$ cat src/bomarb_cfg.svh
// What this block does
// Exactly one bus owner; all others dormant. The code grants no owner during the one-cycle drain.
// DMA and off-board requests beat both processors.
// After DMA, return bus to previous processor.
// Pseudo-port I/O hands over; narrow CPU I/O returns.
// Interrupt during narrow ownership forces wide processor.
// Merge strobes; early memory start precedes strobes.
// Narrow processor I/O never reaches bus directly.
// Off-board masters never access on-board I/O.
// Twenty-bit wide address; narrow gets 4-bit bank.
// Derive 8, 6, 4 MHz rates from reference.
// Drop ready to add waits for slow I/O.
// Remove processors before hold acknowledge to DMA.
// DMA low byte direct; high byte latched on strobe.
// Extend DMA address with 4-bit bank value.
// Refresh cycle runs memory cycle, moves no data.
// Hold removed means bus back to processor.
// Slave hold drives cascade request; release ripples.
// Passive master never drives; slave drives via acknowledge.
// Floppy cycles lengthened two DMA clock periods.
// Passive option board drives buses once freed.
// Bus wait line lengthens DMA cycles.
// Four off-board request levels arbitrated.
// Ownership changes only at bus cycle boundary. The code hands narrow I/O to the wide processor mid-cycle.
`ifndef BOMARB_CFG_SVH
`define BOMARB_CFG_SVH
`define BOMARB_REF_MHZ 24
`define BOMARB_CPU16_MHZ 8
`define BOMARB_CPU8_MHZ 6
`define BOMARB_DMA_MHZ 4
`define BOMARB_HANDOVER_PORT 8'hF0
`define BOMARB_IO_WAIT 3'h4
`define BOMARB_FLOPPY_WAIT 2'h2
`define BOMARB_OWNER_RST 2'h0
`endif

$ cat src/bomarb_pkg.sv
package bomarb_pkg;
	typedef enum logic [1:0] {
		OWN_CPU16 = 2'b00,
		OWN_CPU8 = 2'b01,
		OWN_DRAIN = 2'b10,
		OWN_DMA = 2'b11
	} bomarb_owner_e;
	typedef logic [19:0] bomarb_addr_t;
endpackage : bomarb_pkg

$ cat src/bomarb_if.sv
`timescale 1ns/10ps
interface bomarb_if;
	logic cpu16_cyc, cpu16_io, cpu16_rd, cpu16_wr;
	logic [19:0] cpu16_addr;
	logic cpu8_cyc, cpu8_io, cpu8_rd, cpu8_wr;
	logic [15:0] cpu8_addr;
	logic irq;
	logic dma_hrq, slave_hrq, casc_dreq, casc_dack, slave_hlda;
	logic dma_cyc, dma_rd, dma_wr, dma_refresh, dma_floppy, dma_dma_address_strobe;
	logic [7:0] dma_lo, dma_db;
	logic [3:0] ob_req, ob_grant;
	logic ob_cyc, ob_io, ob_rd, ob_wr;
	logic [19:0] ob_addr;
	logic bus_wait_line;
	logic cpu16_grant, cpu8_grant, hlda, cpu16_ready, dma_ready;
	logic [19:0] sys_addr;
	logic sys_rd, sys_wr, sys_io, sys_refresh, early_memory_cycle_start;
	logic cpu16_clk_en, cpu8_clk_en, dma_clk_en;
	modport dev (
		input cpu16_cyc, cpu16_io, cpu16_rd, cpu16_wr, cpu16_addr,
		input cpu8_cyc, cpu8_io, cpu8_rd, cpu8_wr, cpu8_addr, irq,
		input dma_hrq, slave_hrq, casc_dack, dma_cyc, dma_rd, dma_wr, dma_refresh, dma_floppy, dma_dma_address_strobe,
		input dma_lo, dma_db, ob_req, ob_cyc, ob_io, ob_rd, ob_wr, ob_addr, bus_wait_line,
		output casc_dreq, slave_hlda, ob_grant, cpu16_grant, cpu8_grant, hlda, cpu16_ready, dma_ready,
		output sys_addr, sys_rd, sys_wr, sys_io, sys_refresh, early_memory_cycle_start,
		output cpu16_clk_en, cpu8_clk_en, dma_clk_en
	);
	modport oth (
		output cpu16_cyc, cpu16_io, cpu16_rd, cpu16_wr, cpu16_addr,
		output cpu8_cyc, cpu8_io, cpu8_rd, cpu8_wr, cpu8_addr, irq,
		output dma_hrq, slave_hrq, casc_dack, dma_cyc, dma_rd, dma_wr, dma_refresh, dma_floppy, dma_dma_address_strobe,
		output dma_lo, dma_db, ob_req, ob_cyc, ob_io, ob_rd, ob_wr, ob_addr, bus_wait_line,
		input casc_dreq, slave_hlda, ob_grant, cpu16_grant, cpu8_grant, hlda, cpu16_ready, dma_ready,
		input sys_addr, sys_rd, sys_wr, sys_io, sys_refresh, early_memory_cycle_start,
		input cpu16_clk_en, cpu8_clk_en, dma_clk_en
	);
endinterface : bomarb_if

$ cat src/bomarb_clkdiv.sv
`timescale 1ns/10ps
module bomarb_clkdiv #(
	parameter int DIV = 3
) (
	input wire logic clk,
	input wire logic rst_b,
	output logic en
);
	localparam logic [3:0] LAST = 4'(DIV - 1);
	logic [3:0] cnt_ff;
	// =====================================================
	// Divider.
	always_ff @(posedge clk or negedge rst_b) begin
		if (!rst_b) begin
			cnt_ff <= 4'h0;
			en <= 1'b0;
		end else begin
			cnt_ff <= (cnt_ff == LAST) ? 4'h0 : cnt_ff + 4'h1;
			en <= (cnt_ff == LAST);
		end
	end
endmodule : bomarb_clkdiv

$ cat src/bomarb_dev.sv
`timescale 1ns/10ps
`include "bomarb_cfg.svh"
module bomarb_dev
	import bomarb_pkg::*;
(
	input wire logic clk,
	input wire logic rst_b,
	bomarb_if.dev bus,
	input wire logic [3:0] cpu8_bank,
	input wire logic [3:0] dma_bank,
	input wire logic io_slow,
	output logic [1:0] owner_ff
);
	localparam int DIV16 = `BOMARB_REF_MHZ / `BOMARB_CPU16_MHZ;
	localparam int DIV8 = `BOMARB_REF_MHZ / `BOMARB_CPU8_MHZ;
	localparam int DIVDMA = `BOMARB_REF_MHZ / `BOMARB_DMA_MHZ;
	bomarb_owner_e own_ff, nxt_own;
	logic prev_cpu8_ff, ho_seen_ff, cpu16_cyc_d_ff, dma_cyc_d_ff;
	logic [7:0] dma_hi_ff;
	logic [2:0] io_wait_ff;
	logic [1:0] fl_cnt_ff;
	logic dma_req, dma_busy, ob_any, handover;
	logic m_cyc, m_io, m_rd, m_wr, m_mem;
	bomarb_addr_t m_addr;
	logic [3:0] ob_pick;
	// =====================================================
	// Clock enables.
	bomarb_clkdiv #(.DIV(DIV16)) u_div16 (.clk(clk), .rst_b(rst_b), .en(bus.cpu16_clk_en));
	bomarb_clkdiv #(.DIV(DIV8)) u_div8 (.clk(clk), .rst_b(rst_b), .en(bus.cpu8_clk_en));
	bomarb_clkdiv #(.DIV(DIVDMA)) u_divdma (.clk(clk), .rst_b(rst_b), .en(bus.dma_clk_en));
	// =====================================================
	// Ownership.
	assign ob_any = |bus.ob_req;
	assign dma_req = bus.dma_hrq | ob_any;
	assign dma_busy = bus.dma_cyc | bus.ob_cyc;
	assign handover = ho_seen_ff & cpu16_cyc_d_ff & !bus.cpu16_cyc;
	always_comb begin
		nxt_own = own_ff;
		unique case (own_ff)
			OWN_CPU16: begin
				if (dma_req && !bus.cpu16_cyc) begin
					nxt_own = OWN_DRAIN;
				end else if (handover) begin
					nxt_own = OWN_CPU8;
				end
			end
			OWN_CPU8: begin
				if (dma_req && !bus.cpu8_cyc) begin
					nxt_own = OWN_DRAIN;
				end else if (bus.cpu8_cyc && bus.cpu8_io) begin
					nxt_own = OWN_CPU16;
				end else if (bus.irq && !bus.cpu8_cyc) begin
					nxt_own = OWN_CPU16;
				end
			end
			OWN_DRAIN: begin
				nxt_own = OWN_DMA;
			end
			OWN_DMA: begin
				if (!dma_req && !dma_busy) begin
					nxt_own = prev_cpu8_ff ? OWN_CPU8 : OWN_CPU16;
				end
			end
		endcase
	end
	always_ff @(posedge clk or negedge rst_b) begin
		if (!rst_b) begin
			own_ff <= OWN_CPU16;
			owner_ff <= `BOMARB_OWNER_RST;
			bus.cpu16_grant <= 1'b1;
			bus.cpu8_grant <= 1'b0;
			bus.hlda <= 1'b0;
		end else begin
			own_ff <= nxt_own;
			owner_ff <= nxt_own;
			bus.cpu16_grant <= (nxt_own == OWN_CPU16);
			bus.cpu8_grant <= (nxt_own == OWN_CPU8);
			bus.hlda <= (nxt_own == OWN_DMA);
		end
	end
	always_ff @(posedge clk or negedge rst_b) begin
		if (!rst_b) begin
			prev_cpu8_ff <= 1'b0;
		end else if (nxt_own == OWN_DRAIN && own_ff != OWN_DRAIN) begin
			prev_cpu8_ff <= (own_ff == OWN_CPU8);
		end
	end
	always_ff @(posedge clk or negedge rst_b) begin
		if (!rst_b) begin
			ho_seen_ff <= 1'b0;
			cpu16_cyc_d_ff <= 1'b0;
			dma_cyc_d_ff <= 1'b0;
		end else begin
			cpu16_cyc_d_ff <= bus.cpu16_cyc;
			dma_cyc_d_ff <= bus.dma_cyc;
			if (!bus.cpu16_cyc) begin
				ho_seen_ff <= 1'b0;
			end else if (bus.cpu16_io && bus.cpu16_addr[7:0] == `BOMARB_HANDOVER_PORT) begin
				ho_seen_ff <= 1'b1;
			end
		end
	end
	// =====================================================
	// DMA cascade and off-board levels.
	always_ff @(posedge clk or negedge rst_b) begin
		if (!rst_b) begin
			bus.casc_dreq <= 1'b0;
			bus.slave_hlda <= 1'b0;
		end else begin
			bus.casc_dreq <= bus.slave_hrq;
			bus.slave_hlda <= bus.hlda & bus.casc_dack & bus.slave_hrq;
		end
	end
	assign ob_pick = bus.ob_req & (~bus.ob_req + 4'h1);
	always_ff @(posedge clk or negedge rst_b) begin
		if (!rst_b) begin
			bus.ob_grant <= 4'h0;
		end else if (own_ff != OWN_DMA || bus.dma_hrq) begin
			if (!bus.ob_cyc) begin
				bus.ob_grant <= 4'h0;
			end
		end else if ((bus.ob_grant & bus.ob_req) == 4'h0 && !bus.ob_cyc) begin
			bus.ob_grant <= ob_pick;
		end
	end
	// =====================================================
	// Address formation.
	always_ff @(posedge clk or negedge rst_b) begin
		if (!rst_b) begin
			dma_hi_ff <= 8'h00;
		end else if (bus.dma_dma_address_strobe) begin
			dma_hi_ff <= bus.dma_db;
		end
	end
	always_comb begin
		m_cyc = 1'b0;
		m_io = 1'b0;
		m_rd = 1'b0;
		m_wr = 1'b0;
		m_addr = 20'h00000;
		unique case (own_ff)
			OWN_CPU16: begin
				m_cyc = bus.cpu16_cyc;
				m_io = bus.cpu16_io;
				m_rd = bus.cpu16_rd;
				m_wr = bus.cpu16_wr;
				m_addr = bus.cpu16_addr;
			end
			OWN_CPU8: begin
				m_cyc = bus.cpu8_cyc & !bus.cpu8_io;
				m_rd = bus.cpu8_rd & !bus.cpu8_io;
				m_wr = bus.cpu8_wr & !bus.cpu8_io;
				m_addr = {cpu8_bank, bus.cpu8_addr};
			end
			OWN_DRAIN: begin
				m_cyc = 1'b0;
			end
			OWN_DMA: begin
				if (|bus.ob_grant) begin
					m_cyc = bus.ob_cyc;
					m_io = bus.ob_io;
					m_rd = bus.ob_rd;
					m_wr = bus.ob_wr;
					m_addr = bus.ob_addr;
				end else begin
					m_cyc = bus.dma_cyc;
					m_rd = bus.dma_rd & !bus.dma_refresh;
					m_wr = bus.dma_wr & !bus.dma_refresh;
					m_addr = {dma_bank, dma_hi_ff, bus.dma_lo};
				end
			end
		endcase
	end
	assign m_mem = m_cyc & !m_io;
	// =====================================================
	// Merged control.
	always_ff @(posedge clk or negedge rst_b) begin
		if (!rst_b) begin
			bus.sys_addr <= 20'h00000;
			bus.sys_io <= 1'b0;
			bus.sys_rd <= 1'b0;
			bus.sys_wr <= 1'b0;
			bus.sys_refresh <= 1'b0;
			bus.early_memory_cycle_start <= 1'b0;
		end else begin
			bus.sys_addr <= m_addr;
			bus.sys_io <= m_cyc & m_io;
			bus.early_memory_cycle_start <= m_mem;
			bus.sys_rd <= m_rd & m_cyc & (m_io | bus.early_memory_cycle_start);
			bus.sys_wr <= m_wr & m_cyc & (m_io | bus.early_memory_cycle_start);
			bus.sys_refresh <= (own_ff == OWN_DMA) & bus.dma_cyc & bus.dma_refresh & !(|bus.ob_grant);
		end
	end
	// =====================================================
	// Ready and wait states.
	always_ff @(posedge clk or negedge rst_b) begin
		if (!rst_b) begin
			io_wait_ff <= 3'h0;
		end else if (bus.cpu16_cyc && !cpu16_cyc_d_ff && bus.cpu16_io && io_slow) begin
			io_wait_ff <= `BOMARB_IO_WAIT;
		end else if (bus.cpu16_clk_en && io_wait_ff != 3'h0) begin
			io_wait_ff <= io_wait_ff - 3'h1;
		end
	end
	always_ff @(posedge clk or negedge rst_b) begin
		if (!rst_b) begin
			fl_cnt_ff <= 2'h0;
		end else if (bus.dma_cyc && !dma_cyc_d_ff && bus.dma_floppy) begin
			fl_cnt_ff <= `BOMARB_FLOPPY_WAIT;
		end else if (bus.dma_clk_en && fl_cnt_ff != 2'h0) begin
			fl_cnt_ff <= fl_cnt_ff - 2'h1;
		end
	end
	always_ff @(posedge clk or negedge rst_b) begin
		if (!rst_b) begin
			bus.cpu16_ready <= 1'b1;
			bus.dma_ready <= 1'b1;
		end else begin
			bus.cpu16_ready <= !(bus.cpu16_cyc && !cpu16_cyc_d_ff && bus.cpu16_io && io_slow)
				&& (io_wait_ff == 3'h0 || (io_wait_ff == 3'h1 && bus.cpu16_clk_en));
			bus.dma_ready <= !(bus.dma_cyc && !dma_cyc_d_ff && bus.dma_floppy)
				&& fl_cnt_ff == 2'h0 && !bus.bus_wait_line;
		end
	end
endmodule : bomarb_dev

$ cat src/flat_wrapper.sv
// flat-port wrapper written by rule: the top's interface ports become plain ports
module bomarb_dev_flat import bomarb_pkg::*;
  (clk, rst_b, cpu8_bank, dma_bank, io_slow, owner_ff, bus_cpu16_cyc, bus_cpu16_io, bus_cpu16_rd, bus_cpu16_wr, bus_cpu16_addr, bus_cpu8_cyc, bus_cpu8_io, bus_cpu8_rd, bus_cpu8_wr, bus_cpu8_addr, bus_irq, bus_dma_hrq, bus_slave_hrq, bus_casc_dack, bus_dma_cyc, bus_dma_rd, bus_dma_wr, bus_dma_refresh, bus_dma_floppy, bus_dma_dma_address_strobe, bus_dma_lo, bus_dma_db, bus_ob_req, bus_ob_cyc, bus_ob_io, bus_ob_rd, bus_ob_wr, bus_ob_addr, bus_bus_wait_line, bus_casc_dreq, bus_slave_hlda, bus_ob_grant, bus_cpu16_grant, bus_cpu8_grant, bus_hlda, bus_cpu16_ready, bus_dma_ready, bus_sys_addr, bus_sys_rd, bus_sys_wr, bus_sys_io, bus_sys_refresh, bus_early_memory_cycle_start, bus_cpu16_clk_en, bus_cpu8_clk_en, bus_dma_clk_en);
  bomarb_if bus_i ();
  input wire logic clk;
  input wire logic rst_b;
  input wire logic [3:0] cpu8_bank;
  input wire logic [3:0] dma_bank;
  input wire logic io_slow;
  output logic [1:0] owner_ff;
  input wire logic [$bits(bus_i.cpu16_cyc)-1:0] bus_cpu16_cyc;
  input wire logic [$bits(bus_i.cpu16_io)-1:0] bus_cpu16_io;
  input wire logic [$bits(bus_i.cpu16_rd)-1:0] bus_cpu16_rd;
  input wire logic [$bits(bus_i.cpu16_wr)-1:0] bus_cpu16_wr;
  input wire logic [$bits(bus_i.cpu16_addr)-1:0] bus_cpu16_addr;
  input wire logic [$bits(bus_i.cpu8_cyc)-1:0] bus_cpu8_cyc;
  input wire logic [$bits(bus_i.cpu8_io)-1:0] bus_cpu8_io;
  input wire logic [$bits(bus_i.cpu8_rd)-1:0] bus_cpu8_rd;
  input wire logic [$bits(bus_i.cpu8_wr)-1:0] bus_cpu8_wr;
  input wire logic [$bits(bus_i.cpu8_addr)-1:0] bus_cpu8_addr;
  input wire logic [$bits(bus_i.irq)-1:0] bus_irq;
  input wire logic [$bits(bus_i.dma_hrq)-1:0] bus_dma_hrq;
  input wire logic [$bits(bus_i.slave_hrq)-1:0] bus_slave_hrq;
  input wire logic [$bits(bus_i.casc_dack)-1:0] bus_casc_dack;
  input wire logic [$bits(bus_i.dma_cyc)-1:0] bus_dma_cyc;
  input wire logic [$bits(bus_i.dma_rd)-1:0] bus_dma_rd;
  input wire logic [$bits(bus_i.dma_wr)-1:0] bus_dma_wr;
  input wire logic [$bits(bus_i.dma_refresh)-1:0] bus_dma_refresh;
  input wire logic [$bits(bus_i.dma_floppy)-1:0] bus_dma_floppy;
  input wire logic [$bits(bus_i.dma_dma_address_strobe)-1:0] bus_dma_dma_address_strobe;
  input wire logic [$bits(bus_i.dma_lo)-1:0] bus_dma_lo;
  input wire logic [$bits(bus_i.dma_db)-1:0] bus_dma_db;
  input wire logic [$bits(bus_i.ob_req)-1:0] bus_ob_req;
  input wire logic [$bits(bus_i.ob_cyc)-1:0] bus_ob_cyc;
  input wire logic [$bits(bus_i.ob_io)-1:0] bus_ob_io;
  input wire logic [$bits(bus_i.ob_rd)-1:0] bus_ob_rd;
  input wire logic [$bits(bus_i.ob_wr)-1:0] bus_ob_wr;
  input wire logic [$bits(bus_i.ob_addr)-1:0] bus_ob_addr;
  input wire logic [$bits(bus_i.bus_wait_line)-1:0] bus_bus_wait_line;
  output wire logic [$bits(bus_i.casc_dreq)-1:0] bus_casc_dreq;
  output wire logic [$bits(bus_i.slave_hlda)-1:0] bus_slave_hlda;
  output wire logic [$bits(bus_i.ob_grant)-1:0] bus_ob_grant;
  output wire logic [$bits(bus_i.cpu16_grant)-1:0] bus_cpu16_grant;
  output wire logic [$bits(bus_i.cpu8_grant)-1:0] bus_cpu8_grant;
  output wire logic [$bits(bus_i.hlda)-1:0] bus_hlda;
  output wire logic [$bits(bus_i.cpu16_ready)-1:0] bus_cpu16_ready;
  output wire logic [$bits(bus_i.dma_ready)-1:0] bus_dma_ready;
  output wire logic [$bits(bus_i.sys_addr)-1:0] bus_sys_addr;
  output wire logic [$bits(bus_i.sys_rd)-1:0] bus_sys_rd;
  output wire logic [$bits(bus_i.sys_wr)-1:0] bus_sys_wr;
  output wire logic [$bits(bus_i.sys_io)-1:0] bus_sys_io;
  output wire logic [$bits(bus_i.sys_refresh)-1:0] bus_sys_refresh;
  output wire logic [$bits(bus_i.early_memory_cycle_start)-1:0] bus_early_memory_cycle_start;
  output wire logic [$bits(bus_i.cpu16_clk_en)-1:0] bus_cpu16_clk_en;
  output wire logic [$bits(bus_i.cpu8_clk_en)-1:0] bus_cpu8_clk_en;
  output wire logic [$bits(bus_i.dma_clk_en)-1:0] bus_dma_clk_en;
  assign bus_i.cpu16_cyc = bus_cpu16_cyc;
  assign bus_i.cpu16_io = bus_cpu16_io;
  assign bus_i.cpu16_rd = bus_cpu16_rd;
  assign bus_i.cpu16_wr = bus_cpu16_wr;
  assign bus_i.cpu16_addr = bus_cpu16_addr;
  assign bus_i.cpu8_cyc = bus_cpu8_cyc;
  assign bus_i.cpu8_io = bus_cpu8_io;
  assign bus_i.cpu8_rd = bus_cpu8_rd;
  assign bus_i.cpu8_wr = bus_cpu8_wr;
  assign bus_i.cpu8_addr = bus_cpu8_addr;
  assign bus_i.irq = bus_irq;
  assign bus_i.dma_hrq = bus_dma_hrq;
  assign bus_i.slave_hrq = bus_slave_hrq;
  assign bus_i.casc_dack = bus_casc_dack;
  assign bus_i.dma_cyc = bus_dma_cyc;
  assign bus_i.dma_rd = bus_dma_rd;
  assign bus_i.dma_wr = bus_dma_wr;
  assign bus_i.dma_refresh = bus_dma_refresh;
  assign bus_i.dma_floppy = bus_dma_floppy;
  assign bus_i.dma_dma_address_strobe = bus_dma_dma_address_strobe;
  assign bus_i.dma_lo = bus_dma_lo;
  assign bus_i.dma_db = bus_dma_db;
  assign bus_i.ob_req = bus_ob_req;
  assign bus_i.ob_cyc = bus_ob_cyc;
  assign bus_i.ob_io = bus_ob_io;
  assign bus_i.ob_rd = bus_ob_rd;
  assign bus_i.ob_wr = bus_ob_wr;
  assign bus_i.ob_addr = bus_ob_addr;
  assign bus_i.bus_wait_line = bus_bus_wait_line;
  assign bus_casc_dreq = bus_i.casc_dreq;
  assign bus_slave_hlda = bus_i.slave_hlda;
  assign bus_ob_grant = bus_i.ob_grant;
  assign bus_cpu16_grant = bus_i.cpu16_grant;
  assign bus_cpu8_grant = bus_i.cpu8_grant;
  assign bus_hlda = bus_i.hlda;
  assign bus_cpu16_ready = bus_i.cpu16_ready;
  assign bus_dma_ready = bus_i.dma_ready;
  assign bus_sys_addr = bus_i.sys_addr;
  assign bus_sys_rd = bus_i.sys_rd;
  assign bus_sys_wr = bus_i.sys_wr;
  assign bus_sys_io = bus_i.sys_io;
  assign bus_sys_refresh = bus_i.sys_refresh;
  assign bus_early_memory_cycle_start = bus_i.early_memory_cycle_start;
  assign bus_cpu16_clk_en = bus_i.cpu16_clk_en;
  assign bus_cpu8_clk_en = bus_i.cpu8_clk_en;
  assign bus_dma_clk_en = bus_i.dma_clk_en;
  bomarb_dev u_core (.clk(clk), .rst_b(rst_b), .bus(bus_i), .cpu8_bank(cpu8_bank), .dma_bank(dma_bank), .io_slow(io_slow), .owner_ff(owner_ff));
endmodule
$ cat config.mk
export PLATFORM = sky130hd
export DESIGN_NAME = bomarb_dev_flat
export DESIGN_NICKNAME = d
export VERILOG_FILES = /design/src/bomarb_pkg.sv /design/src/bomarb_if.sv /design/src/bomarb_clkdiv.sv /design/src/bomarb_dev.sv /design/src/flat_wrapper.sv
export VERILOG_INCLUDE_DIRS = /design/src
export SDC_FILE = /design/constraint.sdc
export NUM_CORES = 1
export LEC_CHECK = 0
export BUFFER_PORTS_ARGS = -buffer_cell sky130_fd_sc_hd__buf_2
export CAP_MARGIN = 20
export CORE_MARGIN = 2
export CORE_UTILIZATION = 35
export CTS_CLUSTER_SIZE = 14
export DETAILED_ROUTE_END_ITERATION = 12
export RECOVER_POWER = 50
export SLEW_MARGIN = 30
export SYNTH_ARGS = -nofsm -noshare
export SYNTH_HDL_FRONTEND = slang
export SYNTH_SLANG_ARGS = --single-unit
export TNS_END_PERCENT = 10
$ cat constraint.sdc
create_clock -name clk -period 2.7 [get_ports clk]
set_input_delay 0.675 -clock clk [delete_from_list [all_inputs] [get_ports clk]]
set_output_delay 0.675 -clock clk [all_outputs]
set_load 0.005 [all_outputs]
# After elaboration in Yosys (flattened, before gate mapping)
# Index checks and enable logic that the tools add are counted.
# word_totals
reg_bits	70
inputBits	110
out_inout_bits	41
wordCells	151
# op_classes
addsub	6
eq_ne	15
muxes	30
n_bitwise	24
n_reduce_logical	48
# op_table
operator	n
$pmux W20 S3	1
$mux W4	6
$mux W20	1
$logic_and A1 B1 Y1	19
$and A1 B1 Y1	18
$add A4 B1 Y4 const B	4
$mux W2	8
$logic_not A1 Y1	14
$and A4 B4 Y4	2
$eq A2 B2 Y1 const B	4
$eq A4 B2 Y1 const B	2
$eq A8 B8 Y1 const B	1
$pmux W2 S4	1
$reduce_bool A2 Y1	4
$reduce_or A4 Y1	2
$mux W1	7
$logic_not A2 Y1	3
$mux W3	2
$ne A2 B2 Y1 const B	3
$pmux W1 S3	2
$eq A2 B1 Y1 const B	2
$eq A4 B3 Y1 const B	1
$logic_not A4 Y1	1
$not A4 Y4	1
11 further kinds	14

# Longest topological paths before layout
# logic_depth
depth_word	8
depth_mapped	8
ltp_nobuf	7

# By module
# From an unflattened synthesis, not the netlist that was laid out.
# hier_totals
cells_unflattened	289
hier_area_um2	3219.3
# by_module_without_submodules
module	instances	cells_per_inst	area_per_inst_um2	seq_area_each_um2
bomarb_dev	1	244	2646.3	1380.1
bomarb_clkdiv (u_core.u_div16)	1	15	197.7	125.1
bomarb_clkdiv (u_core.u_divdma)	1	17	191.4	125.1
bomarb_clkdiv (u_core.u_div8)	1	13	183.9	125.1

# Least setup slack after synthesis
# No wires, ideal clock.
# synth_timing
path_type	register to register
start	register u_core.bus.ob_grant[0]
end	register u_core.bus.sys_rd
setup_ps	101
arrival_ps	1835
t_required_ps	2599
path_slack_ps	764
stages_incl_launch_ff	7
path_buffers	1
synth_period_minus_slack_ps	1936
path_cell_list	dfrtp_1 or4_1 buf_2 mux2_4 a221oi_2 or2_2 nor4_1
# synth_between
elab_chain_cells	5
word_cells_on_any_way	10
classes_between	mux: 6; bitwise: 3; reduce/logical: 1
# synth_rtl
element	line	text
start: declaration	bomarb_if.sv:24	output casc_dreq, slave_hlda, ob_grant, cpu16_grant, cpu8_grant, hlda, cpu16_ready, dma_ready,
start signal: assignment	bomarb_dev.sv:123	bus.ob_grant <= ob_pick;
$reduce_or A4 Y1 *	bomarb_dev.sv:159	if (|bus.ob_grant) begin
$mux W1	bomarb_dev.sv:159	
$pmux W1 S4, or another cell as far along	bomarb_dev.sv:141	unique case (own_ff)
$and A1 B1 Y1 or $or A1 B1 Y1 (tied branches)	bomarb_dev.sv:189	bus.sys_rd <= m_rd & m_cyc & (m_io | bus.early_memory_cycle_start);
$and A1 B1 Y1 *	bomarb_dev.sv:189	
end signal: assignment	bomarb_dev.sv:189	
end: declaration	bomarb_if.sv:25	output sys_addr, sys_rd, sys_wr, sys_io, sys_refresh, early_memory_cycle_start,
# Every way passes the cells marked *; elsewhere a longest branch is shown, timed or not.
# A chain may end at the register's enable or synchronous reset.

==> summary.txt <==
Timing
  – Final Hold Vio Count: 0
  – Max-slew headroom: -0.167
  – RSZ-0062 raised after global routing: no
  – Fmax: 473 MHz
  – Fin Setup TNS: 0 ps
  – Final setup violation count: 0
  – Period Utilization, post-route: 0.783
  – Fin crit period: 2110 ps
  – Clk_skew: 9.03 ps
  – Final Slew Violations: 71
  – Worst-margin pin slew: 1750 ps

Power and ir drop
  – Leak: 2.36 nW
  – NetSw: 1.36 mW
  – Clk pwr share: 0.255
  – Sequential Power Share: 0.364
  – Switch share: 0.352
  – PD cells: 862 nW/um^2
  – Total power: 3.87 mW
  – VDD IR max: 0.328 mV
  – Internal power: 2.50 mW
  – Comb pwr share: 0.381

Yosys
  – Post-synthesis simple-gate area fraction: 0.205
  – Yosys warns: 0
  – Synth Area in XOR/XNOR: 0.0157
  – Post-synthesis sequential area ratio: 0.526
  – Post-synthesis cell type count: 42
  – Cell count after synthesis: 335
  – Largest family of logic cells by synthesized area: simple AND/OR/NAND/NOR gates
  – Mapped Area: 3340 um^2
  – Post-synthesis async set-or-reset flop share: 1.00
  – Syn avg cell area: 9.97 um^2
  – Syn Nets: 456
  – Post-synth EDFFs: 0
  – Seq cells post-synth: 70
  – Synth Area in Compound Gates: 0.127
  – Synth Area in Adders: 0.0412
  – Multiplexer share of the synthesized area: 0.0513
  – Ys flop type: dfrtp_1

Global routing
  – Antenna violations before repair: 0
  – Largest net degree at the start of global routing: 71
  – First-pass GRT wire length: 14500 um
  – GRT Resource Usage Total: 0.183
  – Grt ovf: 0
  – Vias in the first global route: 2945

Cells and area
  – Final Instance Area: 4490 um^2
  – # fillers: 860
  – Layout Nets: 609
  – Share of cells above drive strength 1: 0.391
  – Cell Count, Final, Fillers Out: 622
  – Multi-input logic area: 1480 um^2
  – Antenna diodes: 0
  – Register area: 1760 um^2
  – Area delta synth->final: 34.3%

Placed design
  – Gp weighted congestion: 0.909
  – Placed Cells incl. Taps: 606
  – Post-DP Area: 4260 um^2
  – DP HPWL: 6920 um
  – Port Buffer Count: 150

Clock network
  – Clock root cell: clkbuf_8
  – TritonCTS buffer count: 9
  – Clock sink count: 70
  – Total setup buffers inserted after CTS: 0
  – Clock-pin slew on the worst setup and hold paths: 80 ps
  – Post-CTS Resized: 0
  – Post-CTS Hold Buffers: 0
  – Maximum root-to-sink buffer count: 2
  – CTS tree: done
  – Max H-tree Level: 3
  – Clk Latency, worst-skew pair: 340 ps

Floorplan
  – DIE WIDTH: 102 um
  – Initial core utilization: 0.361
  – Die area: 10300 um^2
  – Die span in y: 102 um
  – Core area: 9240 um^2
  – Site Rows: 35
  – Io pins: 151

Drt
  – Total vias in the final route: 3098
  – DR pass1 iterations: 8
  – WL/cell: 15.0 um
  – Post-Route WL: 9340 um
  – DRC viols: 0
  – 1st-iter DRT viols: 200
  – Routed Antenna Nets: 0
  – DR vias/cell: 4.98

Outcome
  – Status: finished, violations left
  – Failing checks: max-capacitance violations, max-slew violations

Worst setup path
  – Critical path peak fanout: 9
  – Data required time at the worst endpoint: 2920 ps
  – Crit path arrival time: 2330 ps
  – Worst Setup End Kind: flop
  – CP Launch Type: flop
  – Setup CP Type: flop to flop

Min path
  – Min-delay worst type: input pin to flop

Job
  – Max cap viols: 1
==> stage by stage <==
stage               setup slack (ps)  hold slack, ps  utilization
floorplan                        764             379            -
global placement                 582             441        0.461
detailed placement               588             448        0.461
CTS                              618             427        0.486
global route                     422             420        0.485
finish                           587             444        0.485
==> worst max-delay path, cell delays in order (launching register included) <==
cell and delay [ps]:
dfrtp_1 480, inv_1 140, ha_1 300, nor2b_1 310, a221oi_2 110, or2_2 320, nor4_1 330
==> per-layer routing <==
layer / GRT usage / part of all wire / wire (um) / vias up
met5: 0 / 0 / 0 / -
met4: 0.0499 / 0.0096 / 90 / 0
met3: 0.0531 / 0.088 / 824 / 7
met2: 0.299 / 0.47 / 4360 / 137
met1: 0.237 / 0.43 / 4060 / 1455
li1: - / - / - / 1499
==> power by group through the flow <==
stage	sequential [mW]	clock [mW]	combinational, mW
floorplan	1.44	0	0.854
global placement	1.42	0	1.46
detailed placement	1.43	0	1.49
CTS	1.41	1.01	1.49
global route	1.43	1.07	1.66
finish	1.41	0.985	1.47
==> cells in the mapped netlist (all sizes together), types with 3 or more instances <==
cell / count / share of area
ha: 11 / 0.041
nand3b: 3 / 0.0067
dfstp: 3 / 0.024
a21oi: 5 / 0.0075
xnor2: 6 / 0.016
nor2: 39 / 0.044
nand2b: 3 / 0.0056
mux2: 14 / 0.048
nand3: 9 / 0.013
dfrtp: 67 / 0.50
a22oi: 3 / 0.0067
clkbuf: 15 / 0.017
nor4: 4 / 0.0075
a222oi: 22 / 0.066
o21ai: 6 / 0.0090
nor3: 5 / 0.0075
inv: 14 / 0.016
nand2: 72 / 0.081
==> logic make-up after synthesis <==
group,count (synthesis)
AND/OR/NAND/NOR,152
flip-flops,70
AO/OA/AOI/OAI,51
buffers and inverters,30
multiplexers,15
adder cells (fa/ha/maj),11
XOR/XNOR,6
==> area by class of cell <==
type,count,share of cell area
inverter,14,0.0117
timing repair buffer,158,0.180
sequential,70,0.391
clock inverter,5,0.0181
clock buffer,11,0.0338
multi-input combinational,235,0.329
tap,129,0.0360
==> state kept, by name, summed over array words and instances, names as in the netlist, 3 cells and up <==
signal,cells
u_core.u_div16.cnt_ff,4
u_core.bus.sys_addr,20
u_core.u_divdma.cnt_ff,4
u_core.u_div8.cnt_ff,4
u_core.io_wait_ff,3
u_core.dma_hi_ff,8
u_core.bus.ob_grant,4
==> path summary, 6_finish.rpt <==
kind	from	end	slack, ps	depth (start not counted)
min in group asynchronous	rst_b	u_core.bus.ob_grant[0]	760	1
max reg2reg	u_core.owner_ff[1]	u_core.bus.sys_rd	590	6
max	u_core.owner_ff[1]	u_core.bus.sys_rd	590	6
min	bus_bus_wait_line	u_core.bus.dma_ready	440	2
max in group asynchronous	rst_b	u_core.bus.sys_refresh	870	1
min reg2reg	u_core.io_wait_ff[2]	u_core.bus.cpu16_ready	460	1
==> layout by cell type, fill, tap and decap left out, drive strengths merged, types with 3 or more instances in the layout <==
cell	netlist	final
buf	1	154
nand2	72	72
dfrtp	67	67
nor2	39	39
a222oi	22	22
clkbuf	15	15
inv	14	14
mux2	14	14
ha	11	11
nand3	9	9
xnor2	6	6
o21ai	6	6
nor3	5	5
a21oi	5	5
nor4	4	4
a22oi	3	3
nand3b	3	3
nand2b	3	3
dfstp	3	3
(Power assumes the default switching activity.)
